--- src/verilog/hbp_pkg.sv ---
// Purpose: Shared constants for the host bus, DMA and interrupt port.
// Assumes: One 20 MHz clock, synchronous active-high reset.
// Notes:   Pin inputs travel as one packed vector through the synchroniser.
package hbp_pkg;

    localparam int ADDR_W = 8;                       // Register address width.
    localparam int DATA_W = 16;                      // Data bus width.

    // Positions inside the synchronised pin vector.
    localparam int P_ADDR = 0;
    localparam int P_DATA = 8;
    localparam int P_CS   = 24;
    localparam int P_RD   = 25;
    localparam int P_WR   = 26;
    localparam int P_ALE  = 27;
    localparam int P_BHE  = 28;
    localparam int P_BLE  = 29;
    localparam int P_DIR  = 30;
    localparam int P_DS   = 31;
    localparam int P_TRANSMIT_MESSAGE_END = 32;
    localparam int PIN_W  = 33;

    // Internal access time before read data is placed on the pins.
    localparam int CLK_NS     = 50;
    localparam int ACCESS_NS  = 100;
    localparam int ACCESS_CYC = (ACCESS_NS + CLK_NS - 1) / CLK_NS;

    // Device register addresses that this port reacts to.
    localparam logic [7:0] INT_VECTOR_ADDR  = 8'h00;
    localparam logic [7:0] LINK_RX_FIFO_ADDR = 8'h40;
    localparam logic [7:0] LINK_TX_FIFO_ADDR = 8'h42;
    localparam logic [7:0] LINK_STATUS_ADDR  = 8'h44;

    // Byte lane codes: bit 1 is the upper lane, bit 0 the lower lane.
    localparam logic [1:0] LANE_NONE = 2'h0;
    localparam logic [1:0] LANE_LOW  = 2'h1;
    localparam logic [1:0] LANE_HIGH = 2'h2;
    localparam logic [1:0] LANE_WORD = 2'h3;

    // Receive status byte layout.
    localparam int STAT_MODE_LSB = 6;
    localparam int STAT_ZERO_BIT = 5;
    localparam int STAT_CODE_W   = 5;

    // Reset values.
    localparam logic [15:0] DATA_RST = 16'h0000;
    localparam logic [7:0]  ADDR_RST = 8'h00;
    localparam logic [PIN_W-1:0] PIN_RST = 33'h1ffffffff;

    typedef enum logic [1:0] {
        BUS_IDLE,
        BUS_READ_WAIT,
        BUS_READ_DRIVE,
        BUS_WRITE_HOLD
    } hbp_bus_state_e;

endpackage : hbp_pkg

--- src/verilog/hbp_pin_sync.sv ---
// Purpose: Three-stage synchroniser for asynchronous pin inputs.
// Assumes: Pins are asynchronous to ref_clk.
// Notes:   A change is taken only once stages two and three agree.
`timescale 1ns/1ps
module hbp_pin_sync (
    input  wire logic                    ref_clk,
    input  wire logic                    srst,
    input  wire logic                    clk_en,
    input  wire logic [hbp_pkg::PIN_W-1:0] pins,
    output logic      [hbp_pkg::PIN_W-1:0] pins_stable
);
    logic [hbp_pkg::PIN_W-1:0] stage1;   // Read only by stage2.
    logic [hbp_pkg::PIN_W-1:0] stage2;   // Second flop.
    logic [hbp_pkg::PIN_W-1:0] stage3;   // Third flop.
    logic [hbp_pkg::PIN_W-1:0] next_stable;

    // Each bit follows only when the last two stages agree, filtering one-cycle glitches.
    always_comb begin
        for (int i = 0; i < hbp_pkg::PIN_W; i++) begin
            next_stable[i] = (stage2[i] == stage3[i]) ? stage3[i] : pins_stable[i];
        end
    end

    // Reset loads the idle level: strobes and enables high.
    always_ff @(posedge ref_clk) begin
        if (srst) begin
            stage1      <= hbp_pkg::PIN_RST;
            stage2      <= hbp_pkg::PIN_RST;
            stage3      <= hbp_pkg::PIN_RST;
            pins_stable <= hbp_pkg::PIN_RST;
        end else if (clk_en) begin
            stage1      <= pins;
            stage2      <= stage1;
            stage3      <= stage2;
            pins_stable <= next_stable;
        end
    end
endmodule : hbp_pin_sync

--- src/verilog/hbp_host_port.sv ---
// Purpose: Host bus slave, link DMA handshake and interrupt pin.
// Assumes: Register file answers reg_rdata one cycle after reg_rd.
// Notes:   All pins are sampled through hbp_pin_sync, so timing is
//          in ref_clk cycles after the synchroniser delay.
`timescale 1ns/1ps
module hbp_host_port (
    input  wire logic        ref_clk,
    input  wire logic        srst,
    input  wire logic        clk_en,
    input  wire logic        dir_strobe_style,
    input  wire logic        mux_mode,
    input  wire logic        bus_8bit,
    input  wire logic        irq_open_drain,
    input  wire logic        irq_active_high,
    input  wire logic [7:0]  host_address_pins,
    input  wire logic [15:0] host_data_pins_in,
    input  wire logic        host_chip_select_n,
    input  wire logic        host_read_strobe_n,
    input  wire logic        host_write_strobe_n,
    input  wire logic        host_address_latch,
    input  wire logic        high_byte_enable_n,
    input  wire logic        low_byte_enable_n,
    input  wire logic        host_direction_line,
    input  wire logic        host_data_strobe_n,
    input  wire logic        transmit_message_end_n,
    output logic      [15:0] host_data_pins_out,
    output logic      [1:0]  host_data_oe_n,
    output logic      [7:0]  reg_addr,
    output logic             reg_rd,
    output logic             reg_wr,
    output logic      [1:0]  reg_lanes,
    output logic      [15:0] reg_wdata,
    input  wire logic [15:0] reg_rdata,
    input  wire logic        irq_pending,
    output logic             irq_pin_out,
    output logic             irq_pin_oe_n,
    input  wire logic        rx_link_enable,
    input  wire logic        rx_dma_enable,
    input  wire logic        rx_fifo_not_empty,
    input  wire logic        rx_head_is_last,
    input  wire logic [1:0]  receiver_status_mode,
    input  wire logic [4:0]  rx_status_code,
    output logic             dma_receive_request_n,
    output logic             receive_message_end_n,
    input  wire logic        tx_link_enable,
    input  wire logic        tx_dma_enable,
    input  wire logic        tx_fifo_not_full,
    output logic             tx_push,
    output logic             tx_push_first,
    output logic             tx_close_frame,
    output logic             dma_transmit_request_n
);
    // Lane decode shared by address latch and live address paths.
    function automatic logic [1:0] lane_decode(input logic be_n, input logic a0, input logic narrow);
        logic [1:0] lanes;
        lanes = hbp_pkg::LANE_NONE;
        if (narrow)
            lanes = hbp_pkg::LANE_LOW;
        else
            case ({be_n, a0})
                2'h0:    lanes = hbp_pkg::LANE_WORD;
                2'h1:    lanes = hbp_pkg::LANE_HIGH;
                2'h2:    lanes = hbp_pkg::LANE_LOW;
                default: lanes = hbp_pkg::LANE_NONE;
            endcase
        return lanes;
    endfunction : lane_decode

    localparam logic [2:0] CNT_LOAD = 3'(hbp_pkg::ACCESS_CYC); // Access wait.

    logic [hbp_pkg::PIN_W-1:0] pin_vec;      // Raw pins gathered.
    logic [hbp_pkg::PIN_W-1:0] s;            // Synchronised pins.

    assign pin_vec = {transmit_message_end_n, host_data_strobe_n, host_direction_line,
                      low_byte_enable_n, high_byte_enable_n, host_address_latch,
                      host_write_strobe_n, host_read_strobe_n, host_chip_select_n,
                      host_data_pins_in, host_address_pins};

    hbp_pin_sync u_sync (
        .ref_clk     (ref_clk),
        .srst        (srst),
        .clk_en      (clk_en),
        .pins        (pin_vec),
        .pins_stable (s)
    );

    // Access decode; chip select is not required to toggle between cycles.
    logic cs_act;      // Chip select asserted.
    logic acc_rd;      // Read strobe phase active.
    logic acc_wr;      // Write strobe phase active.
    logic be_live;     // Byte enable for the selected style.
    assign cs_act  = !s[hbp_pkg::P_CS];
    assign acc_rd  = dir_strobe_style ? (cs_act && !s[hbp_pkg::P_DS] && s[hbp_pkg::P_DIR])
                                      : (cs_act && !s[hbp_pkg::P_RD]);
    assign acc_wr  = dir_strobe_style ? (cs_act && !s[hbp_pkg::P_DS] && !s[hbp_pkg::P_DIR])
                                      : (cs_act && !s[hbp_pkg::P_WR]);
    assign be_live = dir_strobe_style ? s[hbp_pkg::P_BLE] : s[hbp_pkg::P_BHE];

    // Address latch state: captured on the falling edge of the latch strobe.
    logic       ale_q, next_ale_q;       // Previous latch level.
    logic [7:0] lat_addr, next_lat_addr; // Latched address.
    logic       lat_be, next_lat_be;     // Latched byte enable.

    always_comb begin
        next_ale_q    = s[hbp_pkg::P_ALE];
        next_lat_addr = lat_addr;
        next_lat_be   = lat_be;
        if (ale_q && !s[hbp_pkg::P_ALE]) begin
            next_lat_addr = s[hbp_pkg::P_ADDR +: 8];
            next_lat_be   = be_live;
        end
    end

    always_ff @(posedge ref_clk) begin
        if (srst) begin
            ale_q    <= 1'b1;
            lat_addr <= hbp_pkg::ADDR_RST;
            lat_be   <= 1'b1;
        end else if (clk_en) begin
            ale_q    <= next_ale_q;
            lat_addr <= next_lat_addr;
            lat_be   <= next_lat_be;
        end
    end

    // Demuxed mode uses the live pins, since the latch strobe just sits high.
    logic [7:0] eff_addr;   // Address for the new cycle.
    logic [1:0] eff_lanes;  // Lanes for the new cycle.
    assign eff_addr  = mux_mode ? lat_addr : s[hbp_pkg::P_ADDR +: 8];
    assign eff_lanes = lane_decode(mux_mode ? lat_be : be_live, eff_addr[0], bus_8bit);

    // Receive status byte built from mode and code fields.
    logic [7:0] status_byte;
    assign status_byte = {receiver_status_mode, 1'b0, rx_status_code};

    // Bus cycle state.
    hbp_pkg::hbp_bus_state_e state, next_state;
    logic [2:0]  cnt, next_cnt;                   // Access time counter.
    logic        rx_status_sel, next_rx_status_sel; // This read returns status byte.
    logic [15:0] next_data_out;
    logic [1:0]  next_oe_n;
    logic [7:0]  next_reg_addr;
    logic        next_reg_rd, next_reg_wr;
    logic [1:0]  next_reg_lanes;
    logic [15:0] next_reg_wdata;
    logic        next_tx_push, next_tx_first, next_tx_close;
    logic        tx_new_msg, next_tx_new_msg;     // Next push starts a message.
    logic        vec_read, next_vec_read;         // Vector register read seen.
    logic        status_read, next_status_read;   // Port status read seen.
    logic        rx_pop_last, next_rx_pop_last;   // Last byte of message popped.
    logic [15:0] rd_word;

    // Byte placement on read: in 8-bit mode the addressed byte goes on the low lines.
    assign rd_word = rx_status_sel ? {status_byte, status_byte} :
                     (bus_8bit && reg_addr[0]) ? {reg_rdata[15:8], reg_rdata[15:8]} : reg_rdata;

    // Bus cycle sequencing; strobe pulses last one cycle.
    always_comb begin
        next_state         = state;
        next_cnt           = cnt;
        next_rx_status_sel = rx_status_sel;
        next_data_out      = host_data_pins_out;
        next_oe_n          = host_data_oe_n;
        next_reg_addr      = reg_addr;
        next_reg_rd        = 1'b0;
        next_reg_wr        = 1'b0;
        next_reg_lanes     = reg_lanes;
        next_reg_wdata     = reg_wdata;
        next_tx_push       = 1'b0;
        next_tx_first      = 1'b0;
        next_tx_close      = 1'b0;
        next_tx_new_msg    = tx_new_msg;
        next_vec_read      = 1'b0;
        next_status_read   = 1'b0;
        next_rx_pop_last   = 1'b0;
        case (state)
            hbp_pkg::BUS_IDLE: begin
                if (acc_rd && eff_lanes != hbp_pkg::LANE_NONE) begin
                    next_reg_addr      = eff_addr;
                    next_reg_lanes     = eff_lanes;
                    next_reg_rd        = 1'b1;
                    next_cnt           = CNT_LOAD;
                    next_rx_status_sel = (eff_addr == hbp_pkg::LINK_RX_FIFO_ADDR) && rx_head_is_last;
                    next_rx_pop_last   = next_rx_status_sel;
                    next_vec_read      = (eff_addr == hbp_pkg::INT_VECTOR_ADDR);
                    next_status_read   = (eff_addr == hbp_pkg::LINK_STATUS_ADDR);
                    next_state         = hbp_pkg::BUS_READ_WAIT;
                end else if (acc_wr && eff_lanes != hbp_pkg::LANE_NONE) begin
                    next_reg_addr  = eff_addr;
                    next_reg_lanes = eff_lanes;
                    next_state     = hbp_pkg::BUS_WRITE_HOLD;
                end
            end
            hbp_pkg::BUS_READ_WAIT: begin
                // The host may withdraw early; then nothing is driven.
                if (!acc_rd) begin
                    next_state = hbp_pkg::BUS_IDLE;
                end else if (cnt <= 3'h1) begin
                    next_data_out = rd_word;
                    next_oe_n     = ~reg_lanes;
                    next_state    = hbp_pkg::BUS_READ_DRIVE;
                end else begin
                    next_cnt = cnt - 3'h1;
                end
            end
            hbp_pkg::BUS_READ_DRIVE: begin
                if (!acc_rd) begin
                    next_oe_n  = 2'h3;
                    next_state = hbp_pkg::BUS_IDLE;
                end
            end
            hbp_pkg::BUS_WRITE_HOLD: begin
                // Data is taken as the strobe goes away, from all lines (low byte doubled in 8-bit mode); reg_lanes marks the enabled lanes.
                if (!acc_wr) begin
                    next_reg_wr    = 1'b1;
                    next_reg_wdata = bus_8bit ? {2{s[hbp_pkg::P_DATA +: 8]}}
                                              : s[hbp_pkg::P_DATA +: 16];
                    if (reg_addr == hbp_pkg::LINK_TX_FIFO_ADDR) begin
                        next_tx_push    = 1'b1;
                        next_tx_first   = tx_new_msg;
                        next_tx_close   = !s[hbp_pkg::P_TRANSMIT_MESSAGE_END];
                        next_tx_new_msg = !s[hbp_pkg::P_TRANSMIT_MESSAGE_END];
                    end
                    next_state = hbp_pkg::BUS_IDLE;
                end
            end
            default: begin
                next_oe_n  = 2'h3;
                next_state = hbp_pkg::BUS_IDLE;
            end
        endcase
    end

    always_ff @(posedge ref_clk) begin
        if (srst) begin
            state              <= hbp_pkg::BUS_IDLE;
            cnt                <= 3'h0;
            rx_status_sel      <= 1'b0;
            host_data_pins_out <= hbp_pkg::DATA_RST;
            host_data_oe_n     <= 2'h3;
            reg_addr           <= hbp_pkg::ADDR_RST;
            reg_rd             <= 1'b0;
            reg_wr             <= 1'b0;
            reg_lanes          <= hbp_pkg::LANE_NONE;
            reg_wdata          <= hbp_pkg::DATA_RST;
            tx_push            <= 1'b0;
            tx_push_first      <= 1'b0;
            tx_close_frame     <= 1'b0;
            tx_new_msg         <= 1'b1;
            vec_read           <= 1'b0;
            status_read        <= 1'b0;
            rx_pop_last        <= 1'b0;
        end else if (clk_en) begin
            state              <= next_state;
            cnt                <= next_cnt;
            rx_status_sel      <= next_rx_status_sel;
            host_data_pins_out <= next_data_out;
            host_data_oe_n     <= next_oe_n;
            reg_addr           <= next_reg_addr;
            reg_rd             <= next_reg_rd;
            reg_wr             <= next_reg_wr;
            reg_lanes          <= next_reg_lanes;
            reg_wdata          <= next_reg_wdata;
            tx_push            <= next_tx_push;
            tx_push_first      <= next_tx_first;
            tx_close_frame     <= next_tx_close;
            tx_new_msg         <= next_tx_new_msg;
            vec_read           <= next_vec_read;
            status_read        <= next_status_read;
            rx_pop_last        <= next_rx_pop_last;
        end
    end

    // Interrupt and DMA handshake state.
    logic irq_active, next_irq_active;   // Logical interrupt request.
    logic next_irq_out, next_irq_oe_n;
    logic next_drr_n, next_rme_n, next_drt_n;

    always_comb begin
        // A pending event always wins over the clear by a vector read.
        if (irq_pending)
            next_irq_active = 1'b1;
        else if (vec_read)
            next_irq_active = 1'b0;
        else
            next_irq_active = irq_active;
        // Open drain only pulls low; a high assertion then needs an external pull-up.
        if (irq_open_drain) begin
            next_irq_out  = 1'b0;
            next_irq_oe_n = (next_irq_active == irq_active_high);
        end else begin
            next_irq_out  = (next_irq_active == irq_active_high);
            next_irq_oe_n = 1'b0;
        end
        next_drr_n = !(rx_link_enable && rx_dma_enable && rx_fifo_not_empty);
        next_drt_n = !(tx_link_enable && tx_dma_enable && tx_fifo_not_full);
        // Message end set by the last pop beats a clear in the same cycle.
        if (rx_pop_last)
            next_rme_n = 1'b0;
        else if (status_read)
            next_rme_n = 1'b1;
        else
            next_rme_n = receive_message_end_n;
    end

    always_ff @(posedge ref_clk) begin
        if (srst) begin
            irq_active             <= 1'b0;
            irq_pin_out            <= 1'b0;
            irq_pin_oe_n           <= 1'b1;
            dma_receive_request_n  <= 1'b1;
            receive_message_end_n  <= 1'b1;
            dma_transmit_request_n <= 1'b1;
        end else if (clk_en) begin
            irq_active             <= next_irq_active;
            irq_pin_out            <= next_irq_out;
            irq_pin_oe_n           <= next_irq_oe_n;
            dma_receive_request_n  <= next_drr_n;
            receive_message_end_n  <= next_rme_n;
            dma_transmit_request_n <= next_drt_n;
        end
    end
endmodule : hbp_host_port

--- config.mk ---
export PLATFORM = sky130hd
export DESIGN_NAME = hbp_host_port
export DESIGN_NICKNAME = d
export VERILOG_FILES = /design/src/verilog/hbp_pkg.sv /design/src/verilog/hbp_pin_sync.sv /design/src/verilog/hbp_host_port.sv
export SDC_FILE = /design/constraint.sdc
export NUM_CORES = 1
export LEC_CHECK = 0
export BUFFER_PORTS_ARGS = -buffer_cell sky130_fd_sc_hd__buf_2
export CAP_MARGIN = 5
export CORE_UTILIZATION = 51
export DETAILED_ROUTE_END_ITERATION = 10
export GPL_TIMING_DRIVEN = 0
export PLACE_DENSITY = 0.75
export SLEW_MARGIN = 20
export SYNTH_ARGS = -nofsm -noshare
export SYNTH_HDL_FRONTEND = slang
export SYNTH_SLANG_ARGS = --single-unit
--- constraint.sdc ---
create_clock -name ref_clk -period 1.5 [get_ports ref_clk]
set_input_delay 0.075 -clock ref_clk [delete_from_list [all_inputs] [get_ports ref_clk]]
set_output_delay 0.075 -clock ref_clk [all_outputs]
set_load 0.01 [all_outputs]
# Yosys cells after proc, flatten, opt, wreduce, memory -nomap -nowiden
# Cells that the tools add are included.
# word_totals
ff_bits	207
in_bits	72
output_inout_bits	54
word_cells	244
# classes
n_addsub	1
n_lt_le_gt_ge	1
n_eq_ne	50
muxes	54
bitwise_logic	2
reduce_logical	74
# op_table
op	count
2-bit AND reduction	35
1-bit == test	34
16-bit 2-to-1 mux	2
8-bit 2-to-1 mux	4
1-bit 2-to-1 mux	29
8-bit by 7-bit == test with 1-bit output, second input constant	3
2-bit 2-to-1 mux	12
5-bit AND reduction	3
1-bit logical AND	14
2-bit != test, second input constant	6
2-bit nonzero test	5
1-bit logical NOT	9
3-bit 2-to-1 mux	3
3-bit AND reduction	3
8-bit logical NOT	1
2-bit one-hot mux with 4 select lines	1
4-bit AND reduction	2
2-bit == test, second input constant	3
3-bit != test, second input constant	2
2-bit one-hot mux with 3 select lines	1
3-bit one-hot mux with 2 select lines	1
2-bit by 1-bit == test with 1-bit output, second input constant	2
2-bit logical NOT	2
2-bit one-hot mux with 2 select lines	1
other kinds (4)	4

# Logic depth before layout (Yosys ltp)
# Gate-level depths: netlist of the first run.
# logic_depth
word_depth	10
depth_mapped	7
depth_no_buf	6

# Cells and area by module
# A second synthesis of the first run with hierarchy kept.
# hier_totals
hier_cells	905
hier_area_um2	8958.6
# modules_own_cells
module	instances	cells_per_inst	area_per_inst_um2	seq_area_each_um2
hbp_pin_sync	1	506	5307.6	2642.5
hbp_host_port	1	399	3651.0	1501.4

# Least setup slack after synthesis of the first run
# No wires, ideal clock.
# synth_path
kind	register to register
start	reg cnt[1]
end	reg host_data_pins_out[5]
setup_time_ns	0.070
arrival_time_ns	1.560
required_ns	1.430
slack_ns	-0.130
path_stages_with_launch	7
n_path_buf	0
synth_period_minus_slack_ns	1.630
cell_sequence	dfxtp_1 inv_1 ha_1 o21ba_2 or2_2 or4_1 a21oi_1
# synth_between
elab_chain_cells	2
# synth_lines
element	line_no	rtl
start: declaration	hbp_host_port.sv:138	logic [2:0] cnt, next_cnt;
start signal: assignment	hbp_host_port.sv:255	cnt <= next_cnt;
3-bit by 1-bit less-or-equal comparator with 1-bit output	hbp_host_port.sv:198	end else if (cnt <= 3'h1) begin
4-bit AND reduction (no line)	--	
end signal: assignment	hbp_host_port.sv:239	host_data_pins_out <= hbp_pkg::DATA_RST;
end signal: assignment	hbp_host_port.sv:257	host_data_pins_out <= next_data_out;
end: declaration	hbp_host_port.sv:26	output logic [15:0] host_data_pins_out,
# No other way between the ends.
# A chain may end at the register's enable or synchronous reset.

# Final worst setup path of the first run
# layout_path
start	reg lat_addr[0]
end	reg rx_status_sel
# layout_between
elab_chain_cells	7
elab_cells_between_ends	11
# layout_lines
element	line_no	rtl
start: declaration	hbp_host_port.sv:101	logic [7:0] lat_addr, next_lat_addr;
start signal: assignment	hbp_host_port.sv:117	lat_addr <= hbp_pkg::ADDR_RST;
start signal: assignment	hbp_host_port.sv:121	lat_addr <= next_lat_addr;
8-bit 2-to-1 mux (*)	hbp_host_port.sv:129	assign eff_addr = mux_mode ? lat_addr : s[hbp_pkg::P_ADDR +: 8];
2-bit == test (tied with other cells)	hbp_host_port.sv:60	case ({be_n, a0})
2-bit one-hot mux with 3 select lines	hbp_host_port.sv:60	
2-bit 2-to-1 mux	hbp_host_port.sv:57	if (narrow)
2-bit nonzero test	hbp_host_port.sv:178	if (acc_rd && eff_lanes != hbp_pkg::LANE_NONE) begin
1-bit logical AND	hbp_host_port.sv:178	
3-bit AND reduction (no line)	--	
end signal: assignment	hbp_host_port.sv:256	rx_status_sel <= next_rx_status_sel;
end: declaration	hbp_host_port.sv:139	logic rx_status_sel, next_rx_status_sel;
# Mark *: on every way between the ends. The rest lies on a longest branch, timed or not.

==> run summary, run 1 <==
ys flop type - dfxtp_1
leak pwr - 4.573 nW
DRT antenna net count - 0
Min-Delay Path Class - in -> reg
All-Layer GR Usage - 25.89%
FFs w/ async S/R, synth - 0%
Root Buffer - clkbuf_16
WL/cell - 17.33 um
Synth cell types - 61
worst endpoint required time - 1.90 ns
Post-Syn Area - 0.008483 mm^2
final setup vio count - 19
Setup WS post-layout - -0.1259 ns
layout cell share with drive strength beyond 1 - 26.28%
slowest CP cell - or4_4
Largest stage delay, worst path - 0.55 ns
Final Hold Vio Count - 1
largest net degree at the start of global routing - 15
RSZ-0062 raised after global routing - true
Cells after Synth - 897
crit path time final - 1.626 ns
failing checks - hold timing, setup timing
Die Width - 131.0 um
Synth Net Count - 971
Vias - 7,498
DR pass1 iterations - 5
Remaining DRCs - 0
fin. max-slew vios - 0
Clock Skews - 0.01983 ns
Post-Route Setup TNS - -1.264 ns
CTS buffer count - 21
Total Power - 11.82 mW
Diodes inserted - 0
total gr overflow - 0
routability cong. - 0.8542
dominant cell type by area after synthesis - dfxtp_1
FP Rows - 46
crit path kind - reg -> reg
first-pass GRT wire length - 34,580 um
Ports - 126
reg2reg path depth - 4
final period utilization - 108.4%
hpwl dp - 15,380 um
Net count, final - 1,198
final design utilization - 70.32%
drt via density - 5.554
EDFF count, synth - 0
Seq/Total Area, Yosys - 48.85%
# H-tree levels - 1
worst-path cell chain - or4_4 -> nor4_4 -> o2111ai_2 -> o32ai_1
Worst-Skew Late Latency - 0.51 ns
Initial DRC Count - 490
post-synth top area share - 48.85%
Slew @ Worst Pin - 0.7649 ns
Yosys Warn Count - 0
clock sinks - 207
Reg clk slew, reported paths - 0.06 ns
synth top area cells - dfxtp_1 (49%), mux2i_1 (15%), a21oi_1 (5.8%)
core area - 0.01606 mm^2
Syn Area/Cell - 9.457 um^2
final WL - 23,400 um
CTS tree - built
FMAX - 615.0 MHz
Startpoint Class - register
outcome - finished, violations left
VDD IR-drop max - 0.0007425 V
Die Ht - 131.0 um
Worst Hold Depth - 3
Port Buf Inserts - 123
Hold WS - -0.006968 ns
#FFs+latches synth - 207
number of global-route vias before repair - 6,708
initial antenna violation count - 0
Rel. slew slack - 49.00%
CP Max Fanout - 4
Area Overhead vs Synth - 33.11%
initial core utilization - 52.83%
number of max-cap violations - 0
PwrDens - 1047 mW/mm^2
endpoint class of the critical path - register
crit path DAT - 2.03 ns
clock buffer depth - 3
DIE AREA - 0.01715 mm^2
-- kinds of logic (layout without fill, tap and decap cells) --
family          after synthesis  after routing  synth area share [%]
simple gates                249            249                 14.65
buf+inv                      77            314                 3.967
flops                       207            207                 48.85
compound gates              223            223                 15.68
mux                         139            139                 16.56
fa+ha+maj                     2              2                0.2949
-- sequential cells by signal (all words and copies together), names as in the netlist, 3 cells and up --
name                count
u_sync.stage3          33
lat_addr                8
u_sync.stage2          33
reg_wdata              16
reg_addr                8
host_data_pins_out     16
u_sync.stage1          33
u_sync.pins_stable     33
cnt                     3
-- cell type report --
cell class	instances	area [um^2]
buffer	63	352.8
fill	1207	4766
sequential	207	4174
multi-input combinational	613	4338
clock inverter	6	111.4
clock buffer	27	578.1
inverter	12	45.04
tap	216	270.3
timing repair buffer	206	1423
-- repair_timing --
action | 4_1_cts | 5_1_grt
setup endpoints to repair | 71 | 64
endpoints found under the hold margin | 47 | 1
pin swaps | 18 | 31
cloned | 2 | 2
hold buffers | 52 | 2
gates resized for setup | 61 | 66
buffers inserted | 15 | 11
-- layer usage --
layer	track usage [%]	vias to the layer above	share of wire, %
met5	0	-	0
met4	10.21	0	3.6
met3	4.479	61	7.0
met2	44.23	270	47
met1	32.49	3520	42
li1	-	3647	-
-- final timing paths --
| kind | slack (ns) | start | end |
|---|---|---|---|
| worst max-delay path | -0.13 | lat_addr[0] | rx_status_sel |
| worst min-delay path | -0.007 | reg_rdata[8] | host_data_pins_out[8] |
| worst max register to register | -0.13 | lat_addr[0] | rx_status_sel |
| worst min register to register | 0.46 | host_data_pins_out[2] | host_data_pins_out[2] |
-- through the flow --
step                      instances  setup slack [ns]  instance area, um^2  hold slack [ns]
after floorplan                 897          -0.03946                 8527           0.2034
after CTS                      1337           -0.1770                10950         0.003306
after global routing           1350           -0.1846                11290         0.004918
after global placement         1236           -0.5879                 9413           0.2878
after detailed placement       1236           -0.5959                 9413           0.2927
final                          1350           -0.1259                11290        -0.006968
-- placed cells by master (no fill, tap or decap), types with 7 or more instances in the layout --
master and count:
buf_6 11, nand2_1 114, buf_4 26, clkbuf_16 22, a211oi_2 11, nand3_1 11
a31oi_1 9, clkbuf_2 7, buf_2 134, clkbuf_1 34, nor2_1 29, dfxtp_2 12
dfxtp_1 191, mux2_2 7, o21ai_0 40, o21ai_2 7, mux2i_1 129, dlygate4sd3_1 54
a21oi_1 97, a211oi_1 16, inv_1 10, nand2b_1 43
-- critical path: cells and delay by family, from the launching register on --
kind | cells | cell delay, ns
AO/OA/AOI/OAI | 2 | 0.48
flip-flops | 1 | 0.33
AND/OR/NAND/NOR | 2 | 0.71
-- synth_stat cells, types with 2 or more instances --
library cell / n
a211oi_1: 27
a21oi_1: 99
a22oi_1: 3
a31o_2: 2
a31oi_1: 10
and3_1: 4
buf_2: 17
buf_6: 3
clkbuf_1: 43
dfxtp_1: 207
ha_1: 2
inv_1: 11
mux2_2: 7
mux2i_1: 130
nand2_1: 116
nand2b_1: 43
nand3_1: 11
nand3b_1: 5
nand4_1: 3
nor2_1: 31
nor2b_1: 6
nor3_1: 5
nor3_2: 2
nor3b_1: 2
nor4_1: 3
nor4b_2: 2
o2111ai_1: 8
o211ai_1: 2
o21a_1: 3
o21ai_0: 52
o31ai_1: 3
o32ai_1: 2
or4_1: 5
-- power breakdown --
| part | switching (mW) | internal [mW] | total [mW] |
|---|---|---|---|
| sequential | 0.0803 | 5.60 | 5.68 |
| combinational | 0.446 | 0.389 | 0.835 |
| clock | 2.09 | 3.21 | 5.30 |
| total | 2.62 | 9.20 | 11.8 |
(Power assumes the default switching activity.)
==> run 2, diff against run 1 <==
--- a/config.mk
+++ b/config.mk
@@ -7,10 +7,11 @@
 export LEC_CHECK = 0
 export BUFFER_PORTS_ARGS = -buffer_cell sky130_fd_sc_hd__buf_2
 export CAP_MARGIN = 5
-export CORE_UTILIZATION = 51
+export CORE_UTILIZATION = 53
+export CTS_BUF_LIST = sky130_fd_sc_hd__clkbuf_8
 export DETAILED_ROUTE_END_ITERATION = 10
 export GPL_TIMING_DRIVEN = 0
-export PLACE_DENSITY = 0.75
+export PLACE_DENSITY = 0.78
 export SLEW_MARGIN = 20
 export SYNTH_ARGS = -nofsm -noshare
 export SYNTH_HDL_FRONTEND = slang
==> run 2 against run 1 <==
Effect of this change:
- the run ends with setup timing left
- first-iteration DRC count increased by 32%
- non-clock buffer count rose by 5
- clock skew increased by 0.0057 ns
- power decreased by 5.7%
- critical path depth fell by 1
- flip-flop and latch count is the same
- cell count is 1.8% higher
- critical endpoint is now host_data_pins_out[15]
- highest routed layer unchanged
==> run summary, run 2 (synthesized netlist as in run 1, its figures left out) <==
Initial DRC Count - 648 (+32%)
Min-Delay Path Class - in -> reg
fin cells - 1,374 (+1.8%)
crit path kind - reg -> reg
Reg clk slew, reported paths - 0.06 ns (about the same)
M3 GR Usage - 4.782% (+0.30 points)
Root Buffer - clkbuf_8
worst-path cell chain - clkbuf_2 -> mux2i_1 -> a211oi_2
M2 GR Usage - 46.36% (+2.1 points)
commonest cells after routing, fill and taps aside - dfxtp_1 (191), buf_2 (134), mux2i_1 (129), nand2_1 (114), a21oi_1 (93)
first-pass GRT wire length - 36,000 um (+4.1%)
slowest CP cell - mux2i_1
Startpoint Class - register
VDD IR-drop max - 0.0006102 V (-18%)
Remaining DRCs - 0 (unchanged)
Die Ht - 128.5 um (-1.9%)
CP Max Fanout - 10 (+6)
layout cell share with drive strength beyond 1 - 27.45% (+1.2 points)
number of global-route vias before repair - 7,185 (+7.1%)
Rel. slew slack - 44.14% (-4.9 points)
worst r2r src - rx_status_sel
number of max-cap violations - 0 (unchanged)
leak pwr - 4.643 nW (+1.5%)
PwrDens - 976.3 mW/mm^2 (-6.7%)
Slew @ Worst Pin - 0.8379 ns (+0.07297 ns)
worst endpoint required time - 1.86 ns (-0.04 ns)
Net count, final - 1,216 (+1.5%)
initial core utilization - 54.99% (+2.2 points)
RSZ-0062 raised after global routing - true
routability cong. - 0.8525 (-0.20%)
hpwl dp - 15,320 um (-0.39%)
# H-tree levels - 2 (+1)
Die Width - 128.5 um (-1.9%)
crit path DAT - 2.17 ns (+0.14 ns)
fin. max-slew vios - 0 (unchanged)
Largest stage delay, worst path - 0.63 ns (+0.08 ns)
Placed Cells incl. Taps - 1,231 (-0.40%)
reg2reg path depth - 3 (-1)
clock buffer depth - 3 (unchanged)
Vias - 7,813 (+4.2%)
CTS buffer count - 34 (+62%)
crit-path leading delay family - multiplexers
Port Buf Inserts - 123 (unchanged)
met1 Resource Use GR - 34.19% (+1.7 points)
All-Layer GR Usage - 27.71% (+1.8 points)
total gr overflow - 0 (unchanged)
crit path time final - 1.813 ns (+0.1874 ns)
final setup vio count - 40 (+21)
Worst Hold Depth - 4 (+1)
CTS tree - built
Worst-Skew Late Latency - 0.53 ns (+0.02 ns)
Crit. path cell count - 3 (-1)
outcome - finished, violations left
Clock Skews - 0.02556 ns (+0.005732 ns)
Crit. Startpoint - rx_status_sel
DR pass1 iterations - 7 (+2)
largest net degree at the start of global routing - 11 (-4)
failing checks - setup timing
Ports - 126 (unchanged)
DIE AREA - 0.01652 mm^2 (-3.7%)
crit path buf inv count - 1 (+1)
Final Hold Vio Count - 0 (-1)
Area Overhead vs Synth - 34.53%
core area - 0.01543 mm^2 (-3.9%)
final WL - 25,550 um (+9.2%)
hold path start - rx_status_code[0]
WL/cell - 18.60 um (+7.3%)
endpoint class of the critical path - register
drt via density - 5.686 (+2.4%)
Hold WS - 0.03100 ns (+0.03797 ns)
initial antenna violation count - 1 (+1)
FP Rows - 45 (-2.2%)
Fillers - 1,078 (-11%)
DRT antenna net count - 0 (unchanged)
FF+latch area - 0.004179 mm^2 (+0.12%)
clock sinks - 207 (unchanged)
gr busiest metal - met2
FMAX - 551.5 MHz (-10%)
area of the multi-input gates - 0.004428 mm^2 (+2.1%)
Setup WS post-layout - -0.3133 ns (-0.1874 ns)
final period utilization - 120.9% (+12 points)
commonest non-fill, non-tap cell in the layout - dfxtp_1
-- run 2: metrics by stage --
step / util (%) / TNS [ns] / setup WS, ns / power (mW) / area, um^2
after global routing: 73.96 / -5.316 / -0.2829 / 11.50 / 11410
after global placement: 60.97 / -38.24 / -0.4438 / 6.466 / 9407
after CTS: 70.32 / -1.068 / -0.1710 / 11.08 / 10850
after floorplan: - / -0.1106 / -0.03946 / 6.217 / 8527
final: 73.97 / -2.956 / -0.3133 / 11.14 / 11410
after detailed placement: 60.97 / -40.47 / -0.4134 / 6.483 / 9407
-- run 2: path summary, 6_finish.rpt --
| path | endpoint | slack, ns |
|---|---|---|
| worst max-delay path | host_data_pins_out[15] | -0.31 |
| worst min register to register | u_sync.stage1[3] | 0.47 |
| worst max register to register | host_data_pins_out[15] | -0.31 |
| worst min-delay path | host_data_pins_out[0] | 0.03 |
-- run 2: cell type report --
type                    instances  area share, %
clock buffers                  40          4.824
repair buffers                211          13.24
flip-flops and latches        207          36.62
well taps                     211          2.313
diodes                          1        0.02193
inverters                      12         0.3947
plain buffers                  63          3.190
clock inverters                16         0.5920
multi-input cells             613          38.80
-- run 2: worst min-delay path: cells and delay by family --
| family | cells | cell delay, ns |
|---|---|---|
| AND/OR/NAND/NOR | 1 | 0.15 |
| buffers and inverters | 1 | 0.11 |
| AO/OA/AOI/OAI | 2 | 0.18 |
-- run 2: routing by layer --
metal  routed length [um]  share of wire [%]  vias up
li1                     -                  -     3689
met1                10490                 41     3682
met2                11920                 47      351
met3                 1949                7.6       91
met4                 1193                4.7        0
met5                    0                  0        -
-- run 2: power by group --
group          total, mW  switching, mW  internal [mW]
Sequential          5.68         0.0801           5.60
Clock               4.60           2.19           2.41
Combinational      0.867          0.464          0.403
Total               11.1           2.74           8.41
-- run 2: repair_timing --
item	CTS	global route
setup buffers	9	16
cloned	1	3
gates resized for setup	47	91
hold buffers	58	1
pin swaps	17	31
setup endpoints to repair	60	58
hold endpoints to repair	49	1
